`src/cassette_pkg.sv`:
```
package cassette_pkg;
  // ==========================================================
  // Timing
  localparam int CLK_PERIOD_NS = 50;
  localparam int PULSE_A_NS    = 1000;
  localparam int PULSE_B_NS    = 1000;
  localparam int PULSE_C_NS    = 2000;
  localparam int XFER_DLY_NS   = 2000;
  localparam int PULSE_A_CYC   = (PULSE_A_NS + CLK_PERIOD_NS - 1) / CLK_PERIOD_NS;
  localparam int PULSE_B_CYC   = (PULSE_B_NS + CLK_PERIOD_NS - 1) / CLK_PERIOD_NS;
  localparam int PULSE_C_CYC   = (PULSE_C_NS + CLK_PERIOD_NS - 1) / CLK_PERIOD_NS;
  localparam int XFER_DLY_CYC  = (XFER_DLY_NS + CLK_PERIOD_NS - 1) / CLK_PERIOD_NS;
  localparam logic [7:0] CNT_ONE = 8'h01;

  // ==========================================================
  // Register map and fields
  localparam logic [2:0] CTRL_OFS = 3'h0;
  localparam logic [2:0] DATA_OFS = 3'h4;
  localparam int GO_BIT   = 0;
  localparam int FUNC_LSB = 1;
  localparam int LAST_BIT = 4;
  localparam int BREQ_BIT = 5;
  localparam int IE_BIT   = 6;
  localparam int RDY_BIT  = 7;
  localparam int UNIT_BIT = 8;
  localparam int ERR_BIT  = 15;
  localparam logic [15:0] VECTOR_DEFAULT = 16'h00c0;

  // ==========================================================
  // Lookup tables
  localparam int FN_WRITE_BIT = 6;
  localparam int FN_FWD_BIT   = 5;
  localparam int SR_REPEAT    = 0;
  localparam int SR_ACTION    = 1;
  localparam int SR_ERROR     = 2;
  localparam int SR_GO        = 3;
  // Index 15 first; only the low 16 words are reachable
  localparam logic [15:0][7:0] FUNC_ROM = {
    {6{8'h00}}, 8'h05, 8'h00,
    8'h02, 8'h00, 8'h04, 8'h08, 8'h10, 8'h20, 8'h61, 8'h05};
  // Low 32 words; upper words alias onto these
  localparam logic [31:0][3:0] STAT_ROM = {
    {5{4'h2}}, 4'ha, 4'h9, 4'h9, {8{4'h8}},
    {5{4'h2}}, 4'ha, 4'ha, 4'h2, {8{4'h8}}};

  // ==========================================================
  // State
  typedef enum logic [3:0] {
    SEQ_IDLE = 4'h1,
    SEQ_A    = 4'h2,
    SEQ_B    = 4'h4,
    SEQ_C    = 4'h8
  } seq_t;

  typedef struct packed {
    seq_t        seq;
    logic [7:0]  cnt;
    logic        ready;
    logic        repeat_flag;
    logic        start;
    logic        breq;
    logic        xfer;
    logic        grant;
    logic        selection_ack_flag;
    logic        bus_busy_flag;
    logic        served;
    logic [2:0]  func;
    logic        unit;
    logic        ie;
    logic        last;
    logic [7:0]  wbuf;
    logic [7:0]  rbuf;
    logic        waitreq;
    logic [31:0] rdata;
    logic        rdy_prev;
    logic        xreq_prev;
    logic        gnt_prev;
    logic [7:0]  fn_out;
    logic [7:0]  wr_out;
    logic        req_out;
    logic        intr_out;
    logic [15:0] vec;
    logic        vec_oe_n;
  } ctl_st_t;

  // Ready image starts high, its idle level, so reset gives no false rise
  localparam ctl_st_t CTL_RESET = '{seq: SEQ_IDLE, waitreq: 1'b1, vec_oe_n: 1'b1, rdy_prev: 1'b1, default: '0};

  typedef struct packed {
    logic       busy;
    logic       done;
    logic [7:0] cnt;
  } tmr_st_t;

  localparam tmr_st_t TMR_RESET = '0;
endpackage

```
`src/delay_if.sv`:
```
`timescale 1ns/1ps
interface delay_if;
  logic start;
  logic done;
  modport timer (input start, output done);
  modport user (output start, input done);
endinterface

```
`src/cassette_ctrl.sv`:
```
// Summary of operation
// - Separate read and write byte registers
// - Write byte loads on strobe, held
// - Write byte output blocked outside transfer
// - Function table from function bits, repeat
// - Status table gives repeat, go, error
// - Go fires pulse A, clears ready
// - Pulse B start may set repeat
// - Pulse C start sets ready unless go-enable
// - Ready raises interrupt condition
// - Pulse C end sets start
// - Write start sets byte request; access clears
// - Delayed transfer request sets transfer flag
// - Transfer end sets byte request again
// - Last-byte bit clears byte request
// - Read fills buffer from tape first
// - Repeat blocks ready, forces address bit3
// - Transport ready clears repeat, retriggers C
// - Bus request from enabled interrupt, idle
// - Grant sets grant and select-ack
// - Bus busy after lines released
// - Bus busy drives vector and interrupt
// - Go is control bit 0 with write
// - Data transfers use low byte only
`timescale 1ns/1ps
module cassette_ctrl #(
  parameter logic [15:0] VECTOR_ADDR = cassette_pkg::VECTOR_DEFAULT
) (
  input  wire logic        core_clk,
  input  wire logic        arst_n,
  input  wire logic        bus_initialize_n,
  input  wire logic [2:0]  avs_address,
  input  wire logic        avs_read,
  input  wire logic        avs_write,
  input  wire logic [31:0] avs_writedata,
  input  wire logic [3:0]  avs_byteenable,
  output logic      [31:0] avs_readdata,
  output logic             avs_waitrequest,
  input  wire logic [4:0]  tape_status,
  input  wire logic        tape_ready,
  input  wire logic        tape_xfer_req,
  input  wire logic [7:0]  tape_rd_data,
  output logic             tape_start,
  output logic      [7:0]  tape_function,
  output logic             tape_transfer,
  output logic      [7:0]  tape_wr_data,
  output logic             bus_request_out,
  input  wire logic        grant_in,
  input  wire logic        bus_busy_in,
  input  wire logic        slave_sync_in,
  output logic             bus_busy_out,
  output logic             bus_interrupt_line,
  output logic      [15:0] vector_data,
  output logic             vector_oe_n
);
  import cassette_pkg::*;

  ctl_st_t q;
  ctl_st_t d;

  delay_if dly ();

  logic        sel_ctrl;
  logic        sel_data;
  logic        acc_done;
  logic        wr_done;
  logic        go;
  logic        wbuf_load_strobe;
  logic        buffer_select;
  logic [3:0]  fn_addr;
  logic [7:0]  fn;
  logic        write_mode;
  logic        read_mode;
  logic [7:0]  st_addr;
  logic [3:0]  sr;
  logic        repeat_enable;
  logic        go_enable;
  logic        rdy_rise;
  logic        rdy_fall;
  logic        xreq_rise;
  logic        gnt_rise;
  logic        interrupt_condition;
  logic        wbuf_output_block;
  logic        ready_set;
  logic [31:0] rd_ctrl;

  // ==========================================================
  // Decode and lookup tables
  always_comb begin
    sel_ctrl         = (avs_address == CTRL_OFS);
    sel_data         = (avs_address == DATA_OFS);
    acc_done         = (avs_read || avs_write) && !q.waitreq;
    wr_done          = avs_write && !q.waitreq;
    go               = wr_done && sel_ctrl && avs_byteenable[0] && avs_writedata[GO_BIT];
    wbuf_load_strobe = wr_done && sel_data && avs_byteenable[0];
    buffer_select    = acc_done && sel_data;
    fn_addr          = {q.repeat_flag, q.func};
    fn               = FUNC_ROM[fn_addr];
    write_mode       = fn[FN_WRITE_BIT];
    read_mode        = fn[FN_FWD_BIT] && !fn[FN_WRITE_BIT];
    st_addr          = {tape_status, q.func};
    sr               = STAT_ROM[st_addr[4:0]];
    repeat_enable    = sr[SR_REPEAT];
    go_enable        = sr[SR_GO];
    ready_set        = !go_enable && !q.repeat_flag;
    rdy_rise         = tape_ready && !q.rdy_prev;
    rdy_fall         = !tape_ready && q.rdy_prev;
    xreq_rise        = tape_xfer_req && !q.xreq_prev;
    gnt_rise         = grant_in && !q.gnt_prev;
    interrupt_condition = q.ready && !q.served;
    wbuf_output_block   = !(q.xfer && write_mode);
    rd_ctrl                 = 32'h0000_0000;
    rd_ctrl[FUNC_LSB +: 3]  = q.func;
    rd_ctrl[LAST_BIT]       = q.last;
    rd_ctrl[BREQ_BIT]       = q.breq;
    rd_ctrl[IE_BIT]         = q.ie;
    rd_ctrl[RDY_BIT]        = q.ready;
    rd_ctrl[UNIT_BIT]       = q.unit;
    rd_ctrl[ERR_BIT]        = sr[SR_ERROR];
  end

  assign dly.start = xreq_rise;

  // ==========================================================
  // Next state
  always_comb begin
    d = q;
    // Bus slave: one wait cycle, then a single ready cycle
    d.waitreq = 1'b1;
    if ((avs_read || avs_write) && q.waitreq) begin
      d.waitreq = 1'b0;
      if (sel_ctrl) begin
        d.rdata = rd_ctrl;
      end else if (sel_data) begin
        d.rdata = {24'h00_0000, q.rbuf};
      end else begin
        d.rdata = 32'h0000_0000;
      end
    end
    if (wr_done && sel_ctrl) begin
      if (avs_byteenable[0]) begin
        d.func = avs_writedata[FUNC_LSB +: 3];
        d.last = avs_writedata[LAST_BIT];
        d.ie   = avs_writedata[IE_BIT];
      end
      if (avs_byteenable[1]) begin
        d.unit = avs_writedata[UNIT_BIT];
      end
    end
    if (wbuf_load_strobe) begin
      d.wbuf = avs_writedata[7:0];
    end
    // Clears first so that a set in the same cycle wins
    if (buffer_select) begin
      d.breq = 1'b0;
    end
    if (wr_done && sel_ctrl && avs_byteenable[0] && avs_writedata[LAST_BIT]) begin
      d.breq = 1'b0;
    end

    // Transport handshakes
    d.rdy_prev  = tape_ready;
    d.xreq_prev = tape_xfer_req;
    if (rdy_fall) begin
      d.start = 1'b0;
    end
    if (rdy_rise && (q.seq == SEQ_IDLE)) begin
      if (q.repeat_flag) begin
        d.repeat_flag = 1'b0;
        d.seq         = SEQ_C;
        d.cnt         = 8'(PULSE_C_CYC);
        d.start       = 1'b0;
      end else begin
        d.ready = 1'b1;
      end
    end
    // Last byte already answered: no further transfers
    if (dly.done && !q.breq && !q.last) begin
      d.xfer = 1'b1;
      if (read_mode) begin
        d.rbuf = tape_rd_data;
      end
    end
    if (q.xfer && !tape_xfer_req) begin
      d.xfer = 1'b0;
      d.breq = 1'b1;
    end

    // One-shot chain A, B, C as cycle counters
    case (q.seq)
      SEQ_IDLE: begin
        if (go) begin
          d.seq   = SEQ_A;
          d.cnt   = 8'(PULSE_A_CYC);
          d.ready = 1'b0;
          d.last  = 1'b0;
        end
      end
      SEQ_A: begin
        if (q.cnt == CNT_ONE) begin
          d.seq = SEQ_B;
          d.cnt = 8'(PULSE_B_CYC);
          if (repeat_enable) begin
            d.repeat_flag = 1'b1;
          end
        end else begin
          d.cnt = q.cnt - CNT_ONE;
        end
      end
      SEQ_B: begin
        if (q.cnt == CNT_ONE) begin
          d.seq   = SEQ_C;
          d.cnt   = 8'(PULSE_C_CYC);
          d.ready = ready_set;
        end else begin
          d.cnt = q.cnt - CNT_ONE;
        end
      end
      SEQ_C: begin
        if (q.cnt == CNT_ONE) begin
          d.seq   = SEQ_IDLE;
          d.start = 1'b1;
          if (write_mode) begin
            d.breq = 1'b1;
          end
        end else begin
          d.cnt = q.cnt - CNT_ONE;
        end
      end
      default: begin
        d.seq = SEQ_IDLE;
      end
    endcase

    // Bus mastership for the interrupt
    d.gnt_prev = grant_in;
    if (gnt_rise && q.req_out) begin
      d.grant              = 1'b1;
      d.selection_ack_flag = 1'b1;
    end
    if (q.selection_ack_flag && !q.bus_busy_flag && !bus_busy_in && !slave_sync_in && !grant_in) begin
      d.bus_busy_flag = 1'b1;
    end
    // Vector taken once the processor answers with slave sync
    if (q.bus_busy_flag && slave_sync_in) begin
      d.bus_busy_flag      = 1'b0;
      d.selection_ack_flag = 1'b0;
      d.grant              = 1'b0;
      d.served             = 1'b1;
    end
    if (!d.ready) begin
      d.served = 1'b0;
    end

    if (!bus_initialize_n) begin
      d.seq         = SEQ_IDLE;
      d.ready       = 1'b0;
      d.repeat_flag = 1'b0;
      d.start       = 1'b0;
      d.breq        = 1'b0;
      d.xfer        = 1'b0;
      d.grant       = 1'b0;
      d.selection_ack_flag = 1'b0;
      d.bus_busy_flag      = 1'b0;
      d.served      = 1'b0;
      d.wbuf        = 8'h00;
    end

    // Registered pin images
    d.fn_out   = fn;
    d.wr_out   = wbuf_output_block ? 8'h00 : q.wbuf;
    d.req_out  = interrupt_condition && q.ie && !q.selection_ack_flag && !q.bus_busy_flag;
    d.intr_out = d.bus_busy_flag;
    d.vec      = d.bus_busy_flag ? VECTOR_ADDR : 16'h0000;
    d.vec_oe_n = !d.bus_busy_flag;
  end

  always_ff @(posedge core_clk or negedge arst_n) begin
    if (!arst_n) begin
      q <= CTL_RESET;
    end else begin
      q <= d;
    end
  end

  xfer_delay u_xfer_delay (
    .core_clk (core_clk),
    .arst_n   (arst_n),
    .clear    (!bus_initialize_n),
    .lnk      (dly.timer)
  );

  // ==========================================================
  // Outputs
  assign avs_readdata       = q.rdata;
  assign avs_waitrequest    = q.waitreq;
  assign tape_start         = q.start;
  assign tape_function      = q.fn_out;
  assign tape_transfer      = q.xfer;
  assign tape_wr_data       = q.wr_out;
  assign bus_request_out    = q.req_out;
  assign bus_busy_out       = q.bus_busy_flag;
  assign bus_interrupt_line = q.intr_out;
  assign vector_data        = q.vec;
  assign vector_oe_n        = q.vec_oe_n;
endmodule // cassette_ctrl

```
`src/xfer_delay.sv`:
```
`timescale 1ns/1ps
module xfer_delay (
  input wire logic core_clk,
  input wire logic arst_n,
  input wire logic clear,
  delay_if.timer   lnk
);
  import cassette_pkg::*;

  tmr_st_t q;
  tmr_st_t d;

  // ==========================================================
  // Retriggering is ignored while the delay runs
  always_comb begin
    d      = q;
    d.done = 1'b0;
    if (clear) begin
      d = TMR_RESET;
    end else if (q.busy) begin
      if (q.cnt == CNT_ONE) begin
        d.busy = 1'b0;
        d.done = 1'b1;
      end else begin
        d.cnt = q.cnt - CNT_ONE;
      end
    end else if (lnk.start) begin
      d.busy = 1'b1;
      d.cnt  = 8'(XFER_DLY_CYC);
    end
  end

  always_ff @(posedge core_clk or negedge arst_n) begin
    if (!arst_n) begin
      q <= TMR_RESET;
    end else begin
      q <= d;
    end
  end

  assign lnk.done = q.done;
endmodule // xfer_delay
```
`config.mk`:
```
export PLATFORM = sky130hd
export DESIGN_NAME = cassette_ctrl
export DESIGN_NICKNAME = d
export VERILOG_FILES = /design/src/cassette_pkg.sv /design/src/delay_if.sv /design/src/cassette_ctrl.sv /design/src/xfer_delay.sv
export SDC_FILE = /design/constraint.sdc
export NUM_CORES = 1
export LEC_CHECK = 0
export BUFFER_PORTS_ARGS = -buffer_cell sky130_fd_sc_hd__buf_2
export CAP_MARGIN = 20
export CORE_UTILIZATION = 40
export CTS_CLUSTER_SIZE = 10
export DETAILED_ROUTE_END_ITERATION = 7
export GPL_ROUTABILITY_DRIVEN = 0
export HOLD_SLACK_MARGIN = 0.05
export PLACE_DENSITY = 0.7
export RECOVER_POWER = 25
export SLEW_MARGIN = 20
export SYNTH_ARGS = -nofsm -noshare
export SYNTH_HDL_FRONTEND = slang
export SYNTH_SLANG_ARGS = --single-unit
```
`constraint.sdc`:
```
create_clock -name core_clk -period 4.3 [get_ports core_clk]
set_input_delay 0.43 -clock core_clk [delete_from_list [all_inputs] [get_ports core_clk]]
set_output_delay 0.43 -clock core_clk [all_outputs]
set_load 0.01 [all_outputs]
```
==> results.md, run 1 <==
| Step | Result | Value |
|:---|:---|:---|
| sta | Final Hold Viols | 0 |
| placed design | Post-DP HPWL | 6.699 mm |
| synthesis | Share of cell area taken by muxes after synthesis | 5.617% |
| clocking | Clock H-tree levels | 3 |
| synthesis | Xor and xnor fraction of the mapped netlist area | 0.7709% |
| global routing | Antenna violations before repair | 0 |
| placed design | Port Buffers | 66 |
| synthesis | Dominant synthesized flop cell | sky130_fd_sc_hd__dfrtp_1 |
| power and ir drop | Switching share of power | 30.97% |
| synthesis | Top area cells in the synthesized netlist | sky130_fd_sc_hd__dfrtp_1, sky130_fd_sc_hd__buf_4, sky130_fd_sc_hd__mux2_2 |
| job | Max-Cap Viols | 1 |
| synthesis | Synthesized area per cell | 10.30 um2 |
| die | Rows | 38 |
| die | Die ar. | 0.01179 mm2 |
| detailed routing | Routed length per instance | 15.01 um |
| sta | Highest Clock Rate | 444.1 MHz |
| synthesis | Most numerous cell types in the synthesized netlist | sky130_fd_sc_hd__dfrtp_1, sky130_fd_sc_hd__buf_4, sky130_fd_sc_hd__nand2_1 |
| synthesis | Sequential share of the synthesized area | 45.26% |
| clocking | Number of clock buffers inserted by TritonCTS | 9 |
| critical path | Logic depth of the worst register-to-register path | 5 |
| global routing | Number of global-route vias before repair | 3129 |
| sta | Setup repair after global routing missed its margin | no |
| power and ir drop | Internal power consumption | 1.401 mW |
| sta | Max Transition Viols Final | 83 |
| cells and area | Net count reported at finish | 545 |
| cells and area | Post-Layout Inst Area | 0.004911 mm2 |
| power and ir drop | Leakage | 2.373 nW |
| detailed routing | Router iterations before antenna repair | 4 |
| synthesis | Area share of the largest cell type after synthesis | 42.95% |
| critical path | Crit path max fanout | 10 |
| synthesis | Number of library cell types mapped by synthesis | 70 |
| cells and area | Layout cell share with drive strength beyond 1 | 24.17% |
| global routing | Total global routing overflow | 0 |
| cells and area | Area grow syn2layout | 8.067% |
| detailed routing | Antenna Nets Post-Route | 0 |
| detailed routing | DRC violation count after routing | 0 |
| power and ir drop | Total power | 2.029 mW |
| synthesis | Largest family of logic cells by synthesized area | simple AND/OR/NAND/NOR gates |
| sta | Final TNS setup | 0 ps |
| sta | Post-route worst hold slack | 219.0 ps |
| synthesis | Count of state elements after synthesis | 82 |
| power and ir drop | VDD IR-drop max | 0.2108 mV |
| placed design | Placed inst area | 0.004626 mm2 |
| global routing | Tot GR Track Use | 16.83% |
| sta | Tightest Pin Transition | 1984 ps |
| clocking | TritonCTS Sinks | 82 |
| power and ir drop | Part of the total power dissipated in combinational logic | 18.2% |
| cells and area | Number of antenna cells inserted | 0 |
| die | Chip height | 108.6 um |
| critical path | Category of the worst setup path capture point | register |
| clocking | CTS tree | built |
| synthesis | Synthesized-area fraction occupied by adder cells | 2.203% |
| synthesis | Post-synthesis async set-or-reset flop share | 100.0% |
| sta | Fin crit period | 2252 ps |
| critical path | Worst stage delay on the critical path | 960 ps |
| critical path | Crit path kind | register to register |
| power and ir drop | Clock network fraction of design power | 36.0% |
| critical path | Critical path startpoint category | register |
| critical path | Cell with the biggest individual delay on the critical path | sky130_fd_sc_hd__nor3b_1 |
| synthesis | Synthesized netlist cell count | 441 |
| power and ir drop | Sequential fraction of design power | 45.8% |
| hold path | Worst min-delay path class | input pin to register |
| critical path | Critical-path cell list | inv_1, ha_1, nor3b_1, nor2b_1, o31a_1 |
| synthesis | Post-synth EDFFs | 0 |
| critical path | Flop2flop setup slack | 2050 ps |
| critical path | Data required, critical path | 4570 ps |
| global routing | Largest net degree at the start of global routing | 83 |
| global routing | Global-route wire length before repair | 15.44 mm |
| synthesis | Mapped Area | 0.004544 mm2 |
| detailed routing | Total vias in the final route | 3294 |
| critical path | CP Data Arrival Time | 2520 ps |
| detailed routing | Iter 0 DRT Violations | 292 |
| clocking | Worst-Skew Late Latency | 340 ps |
| clocking | Hold-fix buffers, CTS | 0 |
| die | Horizontal die dimension | 108.6 um |
| synthesis | Count leader, synth | sky130_fd_sc_hd__dfrtp_1 |
| sta | Final Skew | 9.918 ps |
| sta | Worst slew margin relative to its limit | -32.28% |
| die | Number of placed I/O pins | 133 |
| clocking | Maximum count of clock buffers along a single path | 2 |
| die | Starting density of the core | 41.56% |
| synthesis | Library cell with the largest summed area after synthesis | sky130_fd_sc_hd__dfrtp_1 |
| clocking | Setup repair bufs after CTS | 0 |
| hold path | Worst Hold Depth | 1 |
| clocking | Post-cts sizing count | 0 |
| clocking | Clock-pin transition on the worst setup and hold timing paths | 70 ps |
| sta | Final setup violation count | 0 |
| synthesis | Post-synthesis simple-gate area fraction | 17.98% |
| die | Core outline area | 0.01094 mm2 |
| clocking | Root Driver | sky130_fd_sc_hd__clkbuf_16 |
| detailed routing | Via density per instance | 5.313 |
| detailed routing | Routed wire length | 9.308 mm |
| synthesis | Yosys Warn Count | 0 |
| status | Status | finished with violations |
| synthesis | Synth Area in Compound Gates | 14.56% |
| sta | Tcrit/Tclk final | 52.37% |
| power and ir drop | Net Sw Power | 0.6285 mW |
| power and ir drop | Total power density per cell area | 413.2 mW/mm2 |
| status | Violated checks | capacitance limit, slew limit |
## registers in the layout, indices dropped and copies added, names as in the netlist
signal                 count
tape_transfer              1
vector_oe_n                1
avs_waitrequest            1
u_xfer_delay.lnk.done      1
tape_start                 1
tape_function              7
q                         38
tape_wr_data               8
u_xfer_delay.q             9
avs_readdata               9
fn_addr                    4
bus_request_out            1
vector_data                1
## power groups by stage
stage	sequential (mW)	clock, mW	combinational (mW)
floorplan	0.907	0	0.329
global route	0.940	0.778	0.419
global placement	0.936	0	0.356
CTS	0.926	0.748	0.371
finish	0.929	0.731	0.369
detailed placement	0.939	0	0.367
## path summary, 6_finish.rpt
path	startpoint	to
worst max-delay path	fn_addr[1]$_DFFE_PN0N_	q[98]$_DFF_PN0_
worst min register to register	q[93]$_DFFE_PN0P_	bus_request_out$_DFF_PN0_
worst min-delay path	tape_ready	q[37]$_DFF_PN1_
max in group asynchronous	arst_n	q[108]$_DFF_PN0_
worst max register to register	fn_addr[1]$_DFFE_PN0N_	q[98]$_DFF_PN0_
min in group asynchronous	arst_n	avs_readdata[8]$_DFFE_PN0P_
## cells by family after synthesis
logic type	after synthesis
xor gates and xnor gates	4
AOI/OAI and AO/OA	92
and+or+nand+nor	137
adders and majority gates	8
muxes	24
other	1
DFF	82
buffers and inverters	93
## metrics by stage
| step | worst slack (ps) | util [%] | instances |
|---|---|---|---|
| CTS | 2118 | 44.93 | 620 |
| finish | 2048 | 44.91 | 620 |
| floorplan | 2412 | - | 478 |
| detailed placement | 2146 | 42.30 | 604 |
| global route | 1903 | 44.91 | 620 |
| global placement | 2186 | 42.30 | 604 |
## layout by cell type (no fill, tap or decap), drive strengths merged, types with 4 or more instances in the layout
cell type / instances
nand2: 31
conb: 38
inv: 16
dfrtp: 78
ha: 8
a21oi: 14
or3: 5
dfstp: 4
and3: 15
buf: 62
clkbuf: 13
nor3: 8
nor2b: 5
a22oi: 8
nor2: 31
o21ai: 21
a211oi: 4
or4b: 4
nand3: 8
o22ai: 5
nor3b: 7
mux2i: 12
a31oi: 6
mux2: 12
nor4b: 6
## per-layer routing
layer	track usage, %	part of all wire [%]	vias up
met4	3.668	0.66	0
met1	22.52	46	1613
met2	27.26	47	132
met3	4.461	6.4	8
li1	-	-	1541
met5	0	0	-
## worst max-delay path, delay by kind of cell (launching register included)
kind	cells	cell delay, ps
AO/OA/AOI/OAI	1	140
adder cells (fa/ha/maj)	1	240
buffers and inverters	1	140
flip-flops	1	470
AND/OR/NAND/NOR	2	1190
## layout make-up
class / count / area (um2)
Fill cell: 1035 / 6025
Clock inverter: 7 / 62.56
Inverter: 13 / 48.80
Sequential cell: 82 / 2057
Tap cell: 140 / 175.2
Clock buffer: 9 / 225.2
Timing Repair Buffer: 66 / 326.6
Multi-Input combinational cell: 303 / 2016
No activity file was read; power rests on OpenSTA's default activity.
==> run 2: changes to the inputs <==
==> constraint.sdc (replaced) <==
create_clock -name core_clk -period 2.1 [get_ports core_clk]
set_input_delay 0.21 -clock core_clk [delete_from_list [all_inputs] [get_ports core_clk]]
set_output_delay 0.21 -clock core_clk [all_outputs]
set_load 0.01 [all_outputs]
==> run 2 against run 1 <==
Worst setup slack got worse by 1900 ps. Sequential share of layout area down 1.5 points. Critical endpoint is now q[107]$_DFF_PN0_. Die area unchanged. The run now ends clean. Clock power is 100% higher. Critical path type unchanged. Worst hold slack got worse by 110 ps. Sequential cell count did not move.
==> results.md, run 2 (same netlist as run 1, synthesis figures left out) <==
| Step | Result | Value | Change |
|:---|:---|:---|:---|
| clocking | Setup repair bufs after CTS | 0 | unchanged |
| die | Chip height | 108.6 um | unchanged |
| global routing | Number of global-route vias before repair | 3264 | was 3129 |
| placed design | Post-DP HPWL | 7.031 mm | was 6.699 mm |
| sta | Tcrit/Tclk final | 94.17% | was 52.37% |
| critical path | Cell with the biggest individual delay on the critical path | sky130_fd_sc_hd__or3b_1 | was sky130_fd_sc_hd__nor3b_1 |
| sta | Final Hold Viols | 0 | unchanged |
| sta | Highest Clock Rate | 505.7 MHz | was 444.1 MHz |
| sta | Setup repair after global routing missed its margin | no | unchanged |
| clocking | CTS tree | built | unchanged |
| cells and area | Post-Layout Inst Area | 0.005099 mm2 | was 0.004911 mm2 |
| critical path | CP Data Arrival Time | 2200 ps | was 2520 ps |
| critical path | Critical-path cell list | inv_1, ha_1, or3b_1, mux2i_1, a311o_1, a22o_1 | was inv_1, ha_1, nor3b_1, nor2b_1, o31a_1 |
| sta | Final Worst Setup Slack | 122.5 ps | was 2048 ps |
| clocking | TritonCTS Sinks | 82 | unchanged |
| cells and area | Number of antenna cells inserted | 0 | unchanged |
| sta | Final TNS setup | 0 ps | unchanged |
| detailed routing | Router iterations before antenna repair | 4 | unchanged |
| detailed routing | DRC violation count after routing | 0 | unchanged |
| cells and area | Area grow syn2layout | 12.20% | was 8.067% |
| sta | Worst slew margin relative to its limit | 28.79% | was -32.28% |
| critical path | Critical path startpoint category | register | unchanged |
| cells and area | Register containing the most flip-flops in the final layout | q | unchanged |
| cells and area | Layout cell share with drive strength beyond 1 | 25.99% | was 24.17% |
| placed design | Placed inst area | 0.004788 mm2 | was 0.004626 mm2 |
| detailed routing | Antenna Nets Post-Route | 0 | unchanged |
| detailed routing | Routed wire length | 9.597 mm | was 9.308 mm |
| detailed routing | Total vias in the final route | 3324 | was 3294 |
| die | Die ar. | 0.01179 mm2 | unchanged |
| cells and area | Commonest non-fill, non-tap cell in the layout | sky130_fd_sc_hd__dfrtp_1 | unchanged |
| sta | Final setup violation count | 0 | unchanged |
| critical path | Crit path kind | register to register | unchanged |
| critical path | Crit path max fanout | 5 | was 10 |
| hold path | Worst Hold Depth | 2 | was 1 |
| placed design | Port Buffers | 66 | unchanged |
| clocking | Clock H-tree levels | 3 | unchanged |
| die | Core outline area | 0.01094 mm2 | unchanged |
| die | Rows | 38 | unchanged |
| clocking | Root Driver | sky130_fd_sc_hd__clkbuf_16 | unchanged |
| critical path | Data required, critical path | 2320 ps | was 4570 ps |
| global routing | Antenna violations before repair | 0 | unchanged |
| cells and area | Largest register FFs | 38 | unchanged |
| sta | Max Transition Viols Final | 0 | was 83 |
| job | Max-Cap Viols | 0 | was 1 |
| cells and area | Net count reported at finish | 569 | was 545 |
| status | Status | complete, no violations | was finished with violations |
| placed design | Pre-CTS worst setup slack | 153.6 ps | was 2146 ps |
| clocking | Worst-Skew Late Latency | 340 ps | about the same |
| global routing | Global-route wire length before repair | 15.67 mm | was 15.44 mm |
| die | Horizontal die dimension | 108.6 um | unchanged |
| clocking | Number of clock buffers inserted by TritonCTS | 9 | unchanged |
| global routing | Tot GR Track Use | 17.36% | was 16.83% |
| detailed routing | Via density per instance | 5.161 | was 5.313 |
| hold path | Worst min-delay path class | input pin to register | unchanged |
| detailed routing | Iter 0 DRT Violations | 241 | was 292 |
| hold path | Startpoint of the lowest-slack hold path | tape_rd_data[7] | was tape_ready |
| cells and area | FILL cells | 1014 | was 1035 |
| sta | Tightest Pin Transition | 1061 ps | was 1984 ps |
| power and ir drop | VDD IR-drop max | 0.4280 mV | was 0.2108 mV |
| critical path | Worst Setup SP | q[103]$_DFF_PN0_ | was fn_addr[1]$_DFFE_PN0N_ |
| critical path | Worst stage delay on the critical path | 450 ps | was 960 ps |
| die | Number of placed I/O pins | 133 | unchanged |
| global routing | Total global routing overflow | 0 | unchanged |
| global routing | Largest net degree at the start of global routing | 46 | was 83 |
| critical path | Category of the worst setup path capture point | register | unchanged |
| cells and area | Most used cells in the layout excluding fill and tap cells | sky130_fd_sc_hd__dfrtp_1, sky130_fd_sc_hd__buf_2, sky130_fd_sc_hd__conb_1, sky130_fd_sc_hd__nand2_1, sky130_fd_sc_hd__nor2_1 | unchanged |
| detailed routing | Routed length per instance | 14.90 um | was 15.01 um |
| power and ir drop | Total power density per cell area | 814.4 mW/mm2 | was 413.2 mW/mm2 |
| power and ir drop | Leakage | 2.473 nW | was 2.373 nW |
| critical path | Logic depth of the worst register-to-register path | 6 | was 5 |
| critical path | Source of the worst register-to-register timing path | q[103]$_DFF_PN0_ | was fn_addr[1]$_DFFE_PN0N_ |
| clocking | Maximum count of clock buffers along a single path | 2 | unchanged |
| die | Starting density of the core | 41.56% | unchanged |
| sta | Final Skew | 7.975 ps | was 9.918 ps |
| clocking | Clock-pin transition on the worst setup and hold timing paths | 70 ps | about the same |
| sta | Fin crit period | 1978 ps | was 2252 ps |
## run 2: cell types whose count changed in the layout (fill, tap and decap cells not counted), moves of 2 or more
cell	previous run	this run
sky130_fd_sc_hd__clkinv_4	0	2
sky130_fd_sc_hd__dlygate4sd3_1	0	4
sky130_fd_sc_hd__clkbuf_1	3	7
sky130_fd_sc_hd__buf_2	62	59
sky130_fd_sc_hd__inv_6	3	0
sky130_fd_sc_hd__buf_4	0	19
## run 2: final timing paths
check / to / slack [ps]
setup / recovery: q[107]$_DFF_PN0_ / 120
hold / removal: q[78]$_DFFE_PN0P_ / 110
setup reg to reg: q[107]$_DFF_PN0_ / 120
hold reg to reg: bus_request_out$_DFF_PN0_ / 440
max in group asynchronous: q[37]$_DFF_PN1_ / 730
min in group asynchronous: tape_function[6]$_DFF_PN0_ / 560
## run 2: cell type report
cell class | instances | area, um2 | area share (%)
Clock buffer | 10 | 229.0 | 4.491
Clock inverter | 6 | 51.30 | 1.006
Inverter | 13 | 48.80 | 0.9571
Multi-Input combinational cell | 303 | 2012 | 39.46
Sequential cell | 82 | 2057 | 40.34
Tap cell | 140 | 175.2 | 3.436
Timing Repair Buffer | 90 | 525.5 | 10.31
## run 2: per-layer routing
layer	part of all wire [%]	routed length [um]	GRT usage, %	vias up
met5	0	0	0	-
met4	1.3	121	7.046	0
met3	6.2	599	3.255	9
met2	46	4418	28.16	123
met1	46	4457	22.77	1609
li1	-	-	-	1583
## run 2: where the power goes
| group | switching (mW) | total, mW | internal, mW |
|---|---|---|---|
| clock | 0.654 | 1.47 | 0.813 |
| combinational | 0.445 | 0.786 | 0.341 |
| sequential | 0.166 | 1.90 | 1.73 |
## run 2: critical path: cells and delay by family, from the launching register on
family | cells | cell delay (ps)
AO/OA/AOI/OAI | 2 | 560
buffers and inverters | 1 | 110
multiplexers | 1 | 160
adder cells (fa/ha/maj) | 1 | 180
flip-flops | 1 | 410
AND/OR/NAND/NOR | 1 | 450
## run 2: stage by stage
step / utilization (%) / std cells / total power [mW] / hold WS [ps]
after CTS: 46.72 / 644 / 4.187 / 98.35
after detailed placement: 43.79 / 624 / 2.706 / 211.0
final: 46.62 / 644 / 4.152 / 107.6
after global placement: 43.79 / 624 / 2.678 / 206.7
after global routing: 46.62 / 644 / 4.369 / 106.3
after floorplan: - / 478 / 2.532 / -85.59
## run 2: what timing repair did
action | in CTS | in global routing
gates resized for setup | 0 | 0
hold buffers | 4 | 0
endpoints found under the hold margin | 39 | 0
